==> src/shared/capcom_pkg.sv <==
package capcom_pkg;

  localparam int NCH = 16;
  localparam int NPAIR = 8;

  // Register byte offsets; channel blocks step by one word.
  localparam logic [7:0] OFF_CTRL = 8'h00;
  localparam logic [7:0] OFF_RELOAD_A = 8'h04;
  localparam logic [7:0] OFF_RELOAD_B = 8'h08;
  localparam logic [7:0] OFF_TIMER_A = 8'h0C;
  localparam logic [7:0] OFF_TIMER_B = 8'h10;
  localparam logic [7:0] OFF_FLAGS = 8'h14;
  localparam logic [7:0] OFF_ARM = 8'h18;
  localparam logic [7:0] OFF_DOUBLE = 8'h1C;
  localparam logic [1:0] BLK_CFG = 2'h1;
  localparam logic [1:0] BLK_VAL = 2'h2;

  // Control register field positions.
  localparam int CTRL_RUN_A = 0;
  localparam int CTRL_RUN_B = 1;
  localparam int CTRL_SEL_A = 4;
  localparam int CTRL_SEL_B = 8;
  localparam int CTRL_STAGGER = 12;
  localparam logic [15:0] CTRL_MASK = 16'h1773;

  // Reset values.
  localparam logic [15:0] CTRL_RST = 16'h0000;
  localparam logic [15:0] RELOAD_RST = 16'h0000;
  localparam logic [15:0] TIMER_RST = 16'h0000;
  localparam logic [15:0] CCVAL_RST = 16'h0000;
  localparam logic [15:0] ARM_RST = 16'hFFFF;

  // Timing: counter top and staggered slot phase.
  localparam logic [15:0] TB_TOP = 16'hFFFF;
  localparam logic [2:0] STAGGER_SLOT = 3'h7;

  // Clock source selects above the prescaler divides.
  localparam logic [2:0] SEL_GP_TIMER = 3'h6;
  localparam logic [2:0] SEL_EXT_COUNT = 3'h7;

  typedef enum logic [2:0] {
    MODE_OFF, CAP_RISE, CAP_FALL, CAP_BOTH,
    CMP_0, CMP_1, CMP_2, CMP_3
  } cc_mode_t;

  // Channel configuration word, bits 4:0 of its register.
  typedef struct packed {
    logic single;
    logic tsel;
    cc_mode_t mode;
  } chcfg_t;

endpackage

==> src/hdl/cc_word_store.sv <==
`timescale 1ns/1ps
`default_nettype none
module cc_word_store (
  input wire logic pclk,
  input wire logic presetn,
  input wire logic [15:0] cap_we,
  input wire logic [15:0][15:0] cap_data,
  input wire logic bus_we,
  input wire logic [3:0] bus_idx,
  input wire logic [15:0] bus_data,
  input wire logic [3:0] rd_idx,
  output logic [15:0][15:0] words,
  output logic [15:0] rd_data
);
  logic [15:0][15:0] mem_q;
  logic [15:0] rd_q;

  // A capture wins over a bus write to the same word, so no event is lost.
  always_ff @(posedge pclk or negedge presetn) begin
    if (!presetn) begin
      mem_q <= {capcom_pkg::NCH{capcom_pkg::CCVAL_RST}};
    end else begin
      for (int i = 0; i < capcom_pkg::NCH; i++) begin
        if (cap_we[i]) begin
          mem_q[i] <= cap_data[i];
        end else if (bus_we && bus_idx == 4'(i)) begin
          mem_q[i] <= bus_data;
        end
      end
    end
  end

  // Registered read port for the bus.
  always_ff @(posedge pclk or negedge presetn) begin
    if (!presetn) begin
      rd_q <= capcom_pkg::CCVAL_RST;
    end else begin
      rd_q <= mem_q[rd_idx];
    end
  end

  assign words = mem_q;
  assign rd_data = rd_q;
endmodule
`default_nettype wire

==> src/hdl/capture_compare_unit.sv <==
// Local design decisions: the register addresses and register access over APB.
`timescale 1ns/1ps
`default_nettype none
module capture_compare_unit (
  input wire logic pclk,
  input wire logic presetn,
  input wire logic psel,
  input wire logic penable,
  input wire logic pwrite,
  input wire logic [7:0] paddr,
  input wire logic [31:0] pwdata,
  output logic [31:0] prdata,
  output logic pready,
  output logic pslverr,
  input wire logic gp_timer_ovf,
  input wire logic ext_count_in,
  input wire logic [15:0] cc_pin_in,
  output logic [15:0] cc_pin_out,
  output logic [15:0] cc_pin_oe,
  output logic [15:0] cc_irq_req
);
  logic [15:0] ctrl_q;
  logic [1:0][15:0] reload_q;
  logic [1:0][15:0] tb_q;
  logic [1:0] tick;
  logic [1:0] tick_q;
  logic [1:0] ovf_q;
  logic [4:0] pre_q;
  capcom_pkg::chcfg_t [15:0] cfg_q;
  logic [7:0] dbl_q;
  logic [15:0] flag_q;
  logic [15:0] armed_q;
  logic [15:0] done_q;
  logic [15:0] pin_q;
  logic [15:0] pin_d;
  logic [15:0] oe_q;
  logic [15:0] oe_d;
  logic [15:0] irq_q;
  logic [15:0] hit;
  logic [15:0] capev;
  logic [15:0] ovf_ch;
  logic [15:0] once;
  logic [15:0][15:0] words;
  logic [15:0][15:0] cap_data;
  logic [15:0] mem_rd;
  logic [15:0] in_s1;
  logic [15:0] in_s2;
  logic [15:0] in_s3;
  logic [2:0] ext_s;
  logic pready_q;
  logic pslverr_q;
  logic [31:0] prdata_q;
  logic acc;
  logic wr;
  logic in_cfg;
  logic in_val;
  logic mapped;
  logic [3:0] idx;
  logic ext_tick;
  logic stag_ok;

  // True when the low sel bits of the prescaler are all ones; selects 6 and 7 pass the outside timer pulse or count edge instead.
  function automatic logic sel_tick(input logic [2:0] sel, input logic [4:0] pre,
                                    input logic gp, input logic ext);
    logic [4:0] mask;
    mask = 5'((6'h01 << sel) - 6'h01);
    case (sel)
      capcom_pkg::SEL_GP_TIMER: sel_tick = gp;
      capcom_pkg::SEL_EXT_COUNT: sel_tick = ext;
      default: sel_tick = ((pre & mask) == mask);
    endcase
  endfunction

  // Bus decode: one wait state, the access completes when pready is high.
  assign acc = psel && penable && !pready_q;
  assign wr = psel && penable && pready_q && pwrite;
  assign in_cfg = (paddr[7:6] == capcom_pkg::BLK_CFG);
  assign in_val = (paddr[7:6] == capcom_pkg::BLK_VAL);
  assign idx = paddr[5:2];
  assign mapped = (paddr[1:0] == 2'h0) && (in_cfg || in_val || paddr[7:5] == 3'h0);

  // Pins and the count input come from outside; two flops before use.
  always_ff @(posedge pclk or negedge presetn) begin
    if (!presetn) begin
      in_s1 <= 16'h0000;
      in_s2 <= 16'h0000;
      in_s3 <= 16'h0000;
      ext_s <= 3'h0;
    end else begin
      in_s1 <= cc_pin_in;
      in_s2 <= in_s1;
      in_s3 <= in_s2;
      ext_s <= {ext_s[1:0], ext_count_in};
    end
  end

  assign ext_tick = ext_s[1] && !ext_s[2];

  // Staggered operation lets a time base advance only in one slot of eight.
  assign stag_ok = !ctrl_q[capcom_pkg::CTRL_STAGGER] || (pre_q[2:0] == capcom_pkg::STAGGER_SLOT);

  // Clock selection for each time base.
  always_comb begin
    tick[0] = ctrl_q[capcom_pkg::CTRL_RUN_A] && stag_ok &&
              sel_tick(ctrl_q[capcom_pkg::CTRL_SEL_A +: 3], pre_q, gp_timer_ovf, ext_tick);
    tick[1] = ctrl_q[capcom_pkg::CTRL_RUN_B] && stag_ok &&
              sel_tick(ctrl_q[capcom_pkg::CTRL_SEL_B +: 3], pre_q, gp_timer_ovf, ext_tick);
  end

  // Free-running prescaler shared by both time bases.
  always_ff @(posedge pclk or negedge presetn) begin
    if (!presetn) begin
      pre_q <= 5'h00;
    end else begin
      pre_q <= pre_q + 5'h01;
    end
  end

  // Time bases count up and restart from their reload value after the top.
  always_ff @(posedge pclk or negedge presetn) begin
    if (!presetn) begin
      tb_q <= {2{capcom_pkg::TIMER_RST}};
      tick_q <= 2'h0;
      ovf_q <= 2'h0;
    end else begin
      for (int b = 0; b < 2; b++) begin
        tick_q[b] <= tick[b];
        ovf_q[b] <= tick[b] && (tb_q[b] == capcom_pkg::TB_TOP);
        if (wr && paddr == (b == 0 ? capcom_pkg::OFF_TIMER_A : capcom_pkg::OFF_TIMER_B)) begin
          tb_q[b] <= pwdata[15:0];
        end else if (tick[b] && tb_q[b] == capcom_pkg::TB_TOP) begin
          tb_q[b] <= reload_q[b];
        end else if (tick[b]) begin
          tb_q[b] <= tb_q[b] + 16'h0001;
        end
      end
    end
  end

  // Software-held configuration.
  always_ff @(posedge pclk or negedge presetn) begin
    if (!presetn) begin
      ctrl_q <= capcom_pkg::CTRL_RST;
      reload_q <= {2{capcom_pkg::RELOAD_RST}};
      dbl_q <= 8'h00;
      cfg_q <= '0;
    end else if (wr) begin
      if (paddr == capcom_pkg::OFF_CTRL) begin
        ctrl_q <= pwdata[15:0] & capcom_pkg::CTRL_MASK;
      end
      if (paddr == capcom_pkg::OFF_RELOAD_A) begin
        reload_q[0] <= pwdata[15:0];
      end
      if (paddr == capcom_pkg::OFF_RELOAD_B) begin
        reload_q[1] <= pwdata[15:0];
      end
      if (paddr == capcom_pkg::OFF_DOUBLE) begin
        dbl_q <= pwdata[7:0];
      end
      if (in_cfg && paddr[1:0] == 2'h0) begin
        cfg_q[idx] <= capcom_pkg::chcfg_t'(pwdata[4:0]);
      end
    end
  end

  // Per-channel events: capture edges and compare matches.
  always_comb begin
    for (int c = 0; c < capcom_pkg::NCH; c++) begin
      logic b;
      logic rise;
      logic fall;
      b = cfg_q[c].tsel;
      rise = in_s2[c] && !in_s3[c];
      fall = !in_s2[c] && in_s3[c];
      cap_data[c] = tb_q[b];
      ovf_ch[c] = ovf_q[b];
      once[c] = (cfg_q[c].mode == capcom_pkg::CMP_2) || (cfg_q[c].mode == capcom_pkg::CMP_3);
      case (cfg_q[c].mode)
        capcom_pkg::CAP_RISE: capev[c] = rise;
        capcom_pkg::CAP_FALL: capev[c] = fall;
        capcom_pkg::CAP_BOTH: capev[c] = rise || fall;
        default: capev[c] = 1'b0;
      endcase
      hit[c] = cfg_q[c].mode[2] && tick_q[b] && (words[c] == tb_q[b]) &&
               armed_q[c] && !(once[c] && done_q[c]);
    end
  end

  // Pin drive: toggle, set/clear, or the shared toggle of a register pair.
  always_comb begin
    pin_d = pin_q;
    oe_d = 16'h0000;
    for (int c = 0; c < capcom_pkg::NCH; c++) begin
      if (c < capcom_pkg::NPAIR && dbl_q[c % capcom_pkg::NPAIR]) begin
        oe_d[c] = 1'b1;
        if (hit[c] ^ hit[c + capcom_pkg::NPAIR]) begin
          pin_d[c] = !pin_q[c];
        end
      end else if (c >= capcom_pkg::NPAIR && dbl_q[c % capcom_pkg::NPAIR]) begin
        oe_d[c] = 1'b0;
      end else if (cfg_q[c].mode == capcom_pkg::CMP_1) begin
        oe_d[c] = 1'b1;
        if (hit[c]) begin
          pin_d[c] = !pin_q[c];
        end
      end else if (cfg_q[c].mode == capcom_pkg::CMP_3) begin
        oe_d[c] = 1'b1;
        if (hit[c]) begin
          pin_d[c] = 1'b1;
        end else if (ovf_ch[c]) begin
          pin_d[c] = 1'b0;
        end
      end
    end
  end

  // Pin and request registers; modes 0 and 2 leave the pin alone except on the low channel of a register pair.
  always_ff @(posedge pclk or negedge presetn) begin
    if (!presetn) begin
      pin_q <= 16'h0000;
      oe_q <= 16'h0000;
      irq_q <= 16'h0000;
    end else begin
      pin_q <= pin_d;
      oe_q <= oe_d;
      irq_q <= hit | capev;
    end
  end

  // Sticky flags: a new event beats a write-one-to-clear in the same cycle.
  always_ff @(posedge pclk or negedge presetn) begin
    if (!presetn) begin
      flag_q <= 16'h0000;
    end else begin
      flag_q <= (flag_q & ~((wr && paddr == capcom_pkg::OFF_FLAGS) ? pwdata[15:0] : 16'h0000))
                | hit | capev;
    end
  end

  // Once-per-period lock is released by the assigned timer's overflow.
  always_ff @(posedge pclk or negedge presetn) begin
    if (!presetn) begin
      done_q <= 16'h0000;
    end else begin
      done_q <= (done_q & ~ovf_ch) | (hit & once);
    end
  end

  // Single-event channels disarm after one compare match; a match disarming wins over a rearm.
  always_ff @(posedge pclk or negedge presetn) begin
    if (!presetn) begin
      armed_q <= capcom_pkg::ARM_RST;
    end else begin
      for (int c = 0; c < capcom_pkg::NCH; c++) begin
        if (hit[c] && cfg_q[c].single) begin
          armed_q[c] <= 1'b0;
        end else if (wr && paddr == capcom_pkg::OFF_ARM && pwdata[c]) begin
          armed_q[c] <= 1'b1;
        end
      end
    end
  end

  cc_word_store u_store (
    .pclk(pclk),
    .presetn(presetn),
    .cap_we(capev),
    .cap_data(cap_data),
    .bus_we(wr && in_val && paddr[1:0] == 2'h0),
    .bus_idx(idx),
    .bus_data(pwdata[15:0]),
    .rd_idx(idx),
    .words(words),
    .rd_data(mem_rd)
  );

  // Read data are registered in the first access cycle, with pready.
  always_ff @(posedge pclk or negedge presetn) begin
    if (!presetn) begin
      pready_q <= 1'b0;
      pslverr_q <= 1'b0;
      prdata_q <= 32'h0000_0000;
    end else begin
      pready_q <= acc;
      pslverr_q <= acc && !mapped;
      if (acc && !pwrite) begin
        if (in_cfg) begin
          prdata_q <= {27'h0, cfg_q[idx]};
        end else if (in_val) begin
          prdata_q <= {16'h0000, mem_rd};
        end else begin
          case (paddr)
            capcom_pkg::OFF_CTRL: prdata_q <= {16'h0000, ctrl_q};
            capcom_pkg::OFF_RELOAD_A: prdata_q <= {16'h0000, reload_q[0]};
            capcom_pkg::OFF_RELOAD_B: prdata_q <= {16'h0000, reload_q[1]};
            capcom_pkg::OFF_TIMER_A: prdata_q <= {16'h0000, tb_q[0]};
            capcom_pkg::OFF_TIMER_B: prdata_q <= {16'h0000, tb_q[1]};
            capcom_pkg::OFF_FLAGS: prdata_q <= {16'h0000, flag_q};
            capcom_pkg::OFF_ARM: prdata_q <= {16'h0000, armed_q};
            capcom_pkg::OFF_DOUBLE: prdata_q <= {24'h000000, dbl_q};
            default: prdata_q <= 32'h0000_0000;
          endcase
        end
      end
    end
  end

  assign prdata = prdata_q;
  assign pready = pready_q;
  assign pslverr = pslverr_q;
  assign cc_pin_out = pin_q;
  assign cc_pin_oe = oe_q;
  assign cc_irq_req = irq_q;

  // Each check watches timer A or a channel that the bench drives in that mode; all channels share the logic.
  property p_stagger_slot;
    @(posedge pclk) disable iff (!presetn)
      ctrl_q[capcom_pkg::CTRL_STAGGER] && tick[0] |-> pre_q[2:0] == capcom_pkg::STAGGER_SLOT;
  endproperty
  a_stagger_slot: assert property (p_stagger_slot) else $error("staggered tick off slot");

  property p_count_up;
    @(posedge pclk) disable iff (!presetn)
      tick[0] && tb_q[0] != capcom_pkg::TB_TOP && !wr |=> tb_q[0] == $past(tb_q[0]) + 16'h0001;
  endproperty
  a_count_up: assert property (p_count_up) else $error("time base did not advance");

  property p_reload;
    @(posedge pclk) disable iff (!presetn)
      ovf_q[0] && !$past(wr) |-> tb_q[0] == $past(reload_q[0]);
  endproperty
  a_reload: assert property (p_reload) else $error("overflow did not reload");

  property p_capture;
    @(posedge pclk) disable iff (!presetn)
      capev[1] |=> words[1] == $past(cap_data[1]) && irq_q[1] && flag_q[1];
  endproperty
  a_capture: assert property (p_capture) else $error("capture lost value or request");

  property p_rise_only;
    @(posedge pclk) disable iff (!presetn)
      cfg_q[1].mode == capcom_pkg::CAP_RISE && capev[1] |-> in_s2[1] && !in_s3[1];
  endproperty
  a_rise_only: assert property (p_rise_only) else $error("capture on wrong edge");

  property p_mode1_toggle;
    @(posedge pclk) disable iff (!presetn)
      hit[5] && !dbl_q[5] && cfg_q[5].mode == capcom_pkg::CMP_1 |=> pin_q[5] != $past(pin_q[5]);
  endproperty
  a_mode1_toggle: assert property (p_mode1_toggle) else $error("mode 1 pin did not toggle");

  property p_mode0_quiet;
    @(posedge pclk) disable iff (!presetn)
      !dbl_q[4] && cfg_q[4].mode == capcom_pkg::CMP_0 |=> $stable(pin_q[4]) && irq_q[4] == $past(hit[4]);
  endproperty
  a_mode0_quiet: assert property (p_mode0_quiet) else $error("mode 0 touched the pin");

  property p_mode3_pin;
    @(posedge pclk) disable iff (!presetn)
      !dbl_q[7] && cfg_q[7].mode == capcom_pkg::CMP_3 && (hit[7] || ovf_ch[7]) |=> pin_q[7] == $past(hit[7]);
  endproperty
  a_mode3_pin: assert property (p_mode3_pin) else $error("mode 3 pin wrong");

  property p_once_period;
    @(posedge pclk) disable iff (!presetn)
      hit[6] && once[6] ##1 !ovf_ch[6] |-> !hit[6];
  endproperty
  a_once_period: assert property (p_once_period) else $error("second match in one period");

  property p_single;
    @(posedge pclk) disable iff (!presetn)
      hit[8] && cfg_q[8].single |=> !armed_q[8] ##1 !hit[8];
  endproperty
  a_single: assert property (p_single) else $error("single event repeated");
endmodule
`default_nettype wire

==> config.mk <==
export PLATFORM = sky130hd
export DESIGN_NAME = capture_compare_unit
export DESIGN_NICKNAME = d
export VERILOG_FILES = /design/src/shared/capcom_pkg.sv /design/src/hdl/cc_word_store.sv /design/src/hdl/capture_compare_unit.sv
export SDC_FILE = /design/constraint.sdc
export NUM_CORES = 2
export LEC_CHECK = 0
export BUFFER_PORTS_ARGS = -buffer_cell sky130_fd_sc_hd__buf_2
export CAP_MARGIN = 20
export CORE_ASPECT_RATIO = 1.5
export CORE_MARGIN = 2
export CORE_UTILIZATION = 68
export CTS_CLUSTER_DIAMETER = 80
export DETAILED_ROUTE_END_ITERATION = 8
export HOLD_SLACK_MARGIN = 0.03
export MAX_ROUTING_LAYER = met4
export PLACE_DENSITY = 0.87
export REMOVE_ABC_BUFFERS = 1
export SKIP_CTS_REPAIR_TIMING = 1
export SLEW_MARGIN = 20
export SYNTH_ARGS = -nofsm -noshare
export SYNTH_HDL_FRONTEND = slang
export SYNTH_SLANG_ARGS = --single-unit
==> constraint.sdc <==
create_clock -name pclk -period 4.7 [get_ports pclk]
set_input_delay 0.94 -clock pclk [delete_from_list [all_inputs] [get_ports pclk]]
set_output_delay 0.94 -clock pclk [all_outputs]
set_load 0.1 [all_outputs]
# After elaboration in Yosys (flattened, before gate mapping)
# Cells that the tools add are included.
[word_totals]
output_inout_bits = 82
elab_cells = 1054
regBits = 623
[op_classes]
add_sub_neg = 5
shift = 2
eq_ne = 185
bitwise_logic = 27
n_reduce_logical = 361
magnitude_cmp = 18
muxes = 339
[op_table]
columns = ["operator", "count"]
rows = [
  ["two-way mux 16 bit", 72],
  ["equality test 16 bit", 16],
  ["two-way mux 1 bit", 240],
  ["logical AND 1 bit", 182],
  ["equality test 3 bit, second input constant", 53],
  ["case mux 16 bit (8 select lines)", 1],
  ["equality test 3 x 2 -> 1 bit, second input constant", 32],
  ["bitwise mux 80 bit", 1],
  ["nonzero test 2 bit", 40],
  ["logical NOT 1 bit", 69],
  ["binary-select mux 16 bit (select 4 bit)", 1],
  ["two-way mux 32 bit", 2],
  ["bitwise OR 16 bit", 4],
  ["AND reduction 4 bit", 16],
  ["AND 16 bit", 3],
  ["equality test 3 x 1 -> 1 bit, second input constant", 16],
  ["inequality test 3 bit, second input constant", 16],
  ["case mux 1 bit (3 select lines)", 16],
  ["logical OR 1 bit", 35],
  ["adder 16 x 1 -> 16 bit, second input constant", 2],
  ["equality test 16 bit, second input constant", 2],
  ["equality test 4 bit, second input constant", 8],
  ["equality test 8 x 5 -> 1 bit, second input constant", 4],
  ["< comparator 1 x 2 -> 1 bit, second input constant", 16],
  ["30 further kinds", 90],
]

# Longest topological paths before layout
[logic_depth]
word_depth = 10
ltp_mapped = 13
mapped_depth_nobuf = 11

# Modules after synthesis
# Synthesis repeated with hierarchy kept, for this count alone.
[unflattened]
cells_unflattened = 3947
hier_area_um2 = 37704.9
[by_module_without_submodules]
columns = ["mod", "area_each_um2", "seq_area_each_um2", "instances", "cells_each"]
rows = [
  ["capture_compare_unit", 22849.4, 8403.1, 1, 2292],
  ["cc_word_store", 14855.5, 6806.5, 1, 1655],
]

# Least setup slack after synthesis
# Ideal clock, no wire load.
[synth_path]
path_type = "input-to-reg"
from = "in paddr[2]"
to = "reg u_store.rd_q[0] (netlist: u_store.rd_data[0])"
arrival_time_ns = 3.014
t_required_ns = 4.562
setup_slack_ns = 1.548
stages = 5
setup_ns = 0.138
path_cell_list = "buf_2 clkbuf_1 buf_1 mux4_2 mux4_2"
[synth_between]
elab_chain_cells = 2
[synth_rtl]
columns = ["item", "line", "rtl"]
rows = [
  ["start: declaration", "capture_compare_unit.sv:10", "input wire logic [7:0] paddr,"],
  ["binary-select mux 16 bit (select 4 bit)", "cc_word_store.sv:38", "rd_q <= mem_q[rd_idx];"],
  ["two-way mux 16 bit (not written as such)", "cc_word_store.sv:38", ""],
  ["end signal: assignment", "cc_word_store.sv:36", "rd_q <= capcom_pkg::CCVAL_RST;"],
  ["end signal: assignment", "cc_word_store.sv:38", ""],
  ["end: declaration", "cc_word_store.sv:16", "logic [15:0] rd_q;"],
]
# No other way between the ends. The select of a mux whose other input is x is not followed.
# A chain may end at the register's enable or synchronous reset.

# Worst setup path in the final report
[layout_path]
from = "reg tb_q[28] (netlist bit)"
to = "reg pin_q[2] (netlist: cc_pin_out[2])"
[layout_between]
elab_chain_cells = 10
word_cells_on_any_way = 21
classes_between = "eq/ne (5); mux (8); bitwise (1); reduce/logical (7)"
[layout_rtl]
columns = ["item", "line", "rtl"]
rows = [
  ["start: declaration", "capture_compare_unit.sv:24", "logic [1:0][15:0] tb_q;"],
  ["start signal: assignment", "capture_compare_unit.sv:122", "tb_q <= {2{capcom_pkg::TIMER_RST}};"],
  ["start signal: indexed assignment", "capture_compare_unit.sv:130", "tb_q[b] <= pwdata[15:0];"],
  ["start signal: indexed assignment", "capture_compare_unit.sv:132", "tb_q[b] <= reload_q[b];"],
  ["two-way mux 16 bit (not written as such) (2 in a row)", "capture_compare_unit.sv:184", "hit[c] = cfg_q[c].mode[2] && tick_q[b] && (words[c] == tb_q[b]) &&"],
  ["equality test 16 bit", "capture_compare_unit.sv:184", ""],
  ["logical AND 1 bit (2 in a row)", "capture_compare_unit.sv:184", ""],
  ["logical AND 1 bit", "capture_compare_unit.sv:185", "armed_q[c] && !(once[c] && done_q[c]);"],
  ["two-way mux 1 bit", "capture_compare_unit.sv:208", "if (hit[c]) begin"],
  ["two-way mux 1 bit", "capture_compare_unit.sv:206", "end else if (cfg_q[c].mode == capcom_pkg::CMP_3) begin"],
  ["two-way mux 1 bit", "capture_compare_unit.sv:201", "end else if (cfg_q[c].mode == capcom_pkg::CMP_1) begin"],
  ["two-way mux 1 bit", "capture_compare_unit.sv:194", "if (c < capcom_pkg::NPAIR && dbl_q[c % capcom_pkg::NPAIR]) begin"],
  ["end signal: assignment", "capture_compare_unit.sv:224", "pin_q <= pin_d;"],
  ["end: declaration", "capture_compare_unit.sv:34", "logic [15:0] pin_q;"],
]
# Parallel ways exist; a longest one is shown, timed or not. The select of a mux whose other input is x is not followed.

==> flow_metrics.env <==
export IMPL_status="finished clean"
export IMPL_worstSetupPathType="flop to flop"
export IMPL_grt_overflow=0
export IMPL_wl_per_cell_microns=33.1
export IMPL_synth_cell_types=70
export IMPL_synth_area_sq_mm=0.0366
export IMPL_die_h_microns=288
export IMPL_finalHoldViolCount=0
export IMPL_ios=145
export IMPL_min_period_ns=4.23
export IMPL_numCtsBuffers=59
export IMPL_start_util_pct=68.5
export IMPL_power_density_mw_per_mm2=307
export IMPL_grt_pass1_wl_microns=210000
export IMPL_drv_cap=0
export IMPL_die_area_sq_mm=0.0558
export IMPL_cts_root_buf="clkbuf_16"
export IMPL_drive_above_1_share_pct=19.5
export IMPL_ys_ff_latch=607
export IMPL_viasPerCell=7.40
export IMPL_drt_wl_total_microns=143000
export IMPL_cts_tree="yes"
export IMPL_netlist_instances=3548
export IMPL_crit_slowest_cell="dfrtp_1"
export IMPL_yosysWarnings=0
export IMPL_start_kind="flop"
export IMPL_path_clk_slew_ns=0.07
export IMPL_grt_usage_pct=52.9
export IMPL_htreeDepth=2
export IMPL_clock_fmax_mhz=237
export IMPL_arrival_ns=4.83
export IMPL_final_hold_worst_slack_ns=0.320
export IMPL_std_cell_rows=104
export IMPL_crit_chain="buf_4 > mux2i_1 > xnor2_1 > a2111oi_0 > nand2_1 > nor3_1 > mux2i_1 > nor4_1 > a21o_1"
export IMPL_coreArea_sq_mm=0.0535
export IMPL_hp_class="input port to asynchronous set/reset pin"
export IMPL_leakage_nw=17.1
export IMPL_yosysSeqAreaShare_pct=41.5
export IMPL_tightest_slew_ns=1.31
export IMPL_max_vdd_ir_drop_uv=345
export IMPL_crit_path_max_incr_delay_ns=0.98
export IMPL_synth_edf_count=0
export IMPL_grt_antenna_before_repair=17
export IMPL_cts_sinks=607
export IMPL_synth_ff_type="dfrtp_1"
export IMPL_grt_max_degree=113
export IMPL_final_antenna_net_count=0
export IMPL_ys_async_sr_fraction_pct=100
export IMPL_clkLatencyLatePin_ns=0.67
export IMPL_cpMostUsedCell="mux2i_1"
export IMPL_rsz0062_at_grt="no"
export IMPL_post_dp_hpwl_microns=97300
export IMPL_maxSlewViolCount=0
export IMPL_crit_required_ns=5.30
export IMPL_drt_iter0_drc=4305
export IMPL_grt_pass1_vias=32021
export IMPL_die_x_microns=194
export IMPL_finalCritPeriodShare_pct=89.9
export IMPL_setup_tns_final_ns=0
export IMPL_firstDrtPassIters=7
export IMPL_final_nets=3659
export IMPL_avgSynthCellArea_sq_um=10.3
export IMPL_drc=0
export IMPL_num_vias=31933
export IMPL_fin_worst_skew_ns=0.0170
export IMPL_syn2layout_area_growth_pct=9.78
export IMPL_relSlewSlack_pct=12.4
export IMPL_worst_path_max_fanout=12
export IMPL_gp_congestion=1.10
export IMPL_max_clock_path_buffers=3
export IMPL_setup_viol=0
export IMPL_portBuffers=112
export IMPL_endpoint_kind="flop"
-- synth_stat cells (5+ instances only) --
cell type,number,area (sq um)
dfrtp_1,591,14800
a21oi_1,374,1870
mux2i_1,309,3090
a211oi_1,264,1980
nor2b_1,263,1650
xnor2_1,220,1930
clkbuf_1,213,800
nand2_1,207,777
mux2_2,134,1510
nor2_1,131,492
mux4_2,107,2410
buf_2,73,365
nand3_1,61,305
xor2_1,61,534
inv_1,57,214
nor4_1,48,300
o21ai_0,44,220
ha_1,40,500
a22oi_1,36,270
a21o_1,30,225
buf_1,23,86.3
buf_4,21,158
nor3_1,21,105
a31oi_1,18,113
dfstp_2,16,420
and3_1,14,87.6
or2_2,13,81.3
o21ai_1,12,60.1
a2111oi_0,11,96.3
nand2b_1,11,68.8
nor3_2,11,110
o31ai_1,10,75.1
a221oi_1,9,78.8
a22o_1,9,78.8
nand4_1,8,50.1
nor4_4,7,149
nand4b_1,6,52.6
or2_1,5,31.3
-- registers in the layout, indices dropped and copies added, names as in the netlist, 32 cells and up --
| name | flops |
|---|---|
| cfg_q | 80 |
| u_store.words | 256 |
| reload_q | 32 |
| tb_q | 32 |
-- kinds of logic after synthesis --
kind of cell	Yosys count	synth area share, %
other	1	0.0102
AO/OA/AOI/OAI	842	14.4
flip-flops	607	41.5
XOR/XNOR	281	6.72
AND/OR/NAND/NOR	831	12.2
multiplexers	554	19.3
buffers and inverters	392	4.55
adder cells (fa/ha/maj)	40	1.37
-- per-layer routing --
metal  up-vias  wire, microns  global-route usage [%]  part of all wire (%)
met2      2675          61200                    74.9                    43
met3       924          18600                    17.2                    13
li1      12776              -                       -                     -
met1     15558          45600                    58.7                    32
met5         -              0                       -                     0
met4         0          17200                    50.5                    12
-- cell type report --
type	count	area (sq um)
well taps	689	862
fillers	3662	13200
clock buffers	82	1730
diodes	17	42.5
inverters	58	218
repair buffers	266	1840
multi-input cells	2564	20000
flip-flops and latches	607	15200
clock inverters	30	379
-- cells in the final DEF, fill, tap and decap left out, types with 13 or more instances in the layout --
cell	instances
conb_1	16
nor4_1	47
a211oi_1	264
diode_2	17
buf_2	109
clkinv_2	15
a21o_1	30
nand2_1	207
ha_1	40
clkbuf_8	15
mux2i_1	309
nand3_1	61
nor2_1	100
mux2_2	134
a22oi_1	36
clkbuf_16	60
nor3_1	20
xor2_1	61
a31oi_1	18
o21ai_0	44
mux4_2	107
dfrtp_1	590
xnor2_1	220
and3_1	14
or2_2	13
buf_4	147
dfstp_2	16
nor2_2	28
inv_1	57
a21oi_1	373
nor2b_1	263
-- stage by stage --
| step | cells | power [W] | instance area (sq um) | setup WS [ns] | utilization (%) |
|---|---|---|---|---|---|
| after floorplan | 3229 | 0.00640 | 35300 | 1.15 | - |
| after global placement | 4184 | 0.00701 | 38100 | 0.847 | 71.2 |
| after detailed placement | 4184 | 0.00706 | 38100 | 0.806 | 71.2 |
| after CTS | 4296 | 0.0122 | 40200 | 0.712 | 75.1 |
| after global routing | 4311 | 0.0126 | 40200 | 0.535 | 75.2 |
| final | 4313 | 0.0123 | 40200 | 0.473 | 75.2 |
-- power breakdown --
group | internal (W) | switching [W] | leakage (nW) | total [W]
sequential | 0.00541 | 0.000219 | 8.00 | 0.00563
clock | 0.00302 | 0.00227 | 1.04 | 0.00529
combinational | 0.000482 | 0.000937 | 8.07 | 0.00142
-- critical path, delay by kind of cell, from the launching register on --
kind | cells | cell delay, ns
AOI/OAI and AO/OA | 2 | 0.81
xor gates and xnor gates | 1 | 0.21
buffers and inverters | 1 | 0.32
DFF | 1 | 0.98
muxes | 2 | 0.35
and+or+nand+nor | 3 | 1.47
-- path summary, 6_finish.rpt --
kind,slack (ns),endpoint,startpoint,cells past startpoint
worst max-delay path,0.47,cc_pin_out[2]$_DFFE_PN0P_,tb_q[28]$_DFFE_PN0P_,9
min in group pclk,0.35,in_s2[5]$_DFF_PN0_,in_s1[5]$_DFF_PN0_,0
worst max register to register,0.47,cc_pin_out[2]$_DFFE_PN0P_,tb_q[28]$_DFFE_PN0P_,9
worst min-delay path,0.32,u_store.words[250]$_DFFE_PN0P_,presetn,1
worst min register to register,0.35,in_s2[5]$_DFF_PN0_,in_s1[5]$_DFF_PN0_,0
max in group asynchronous,3.13,ovf_q[0]$_DFF_PN0_,presetn,2
No activity file was read; power rests on OpenSTA's default activity.
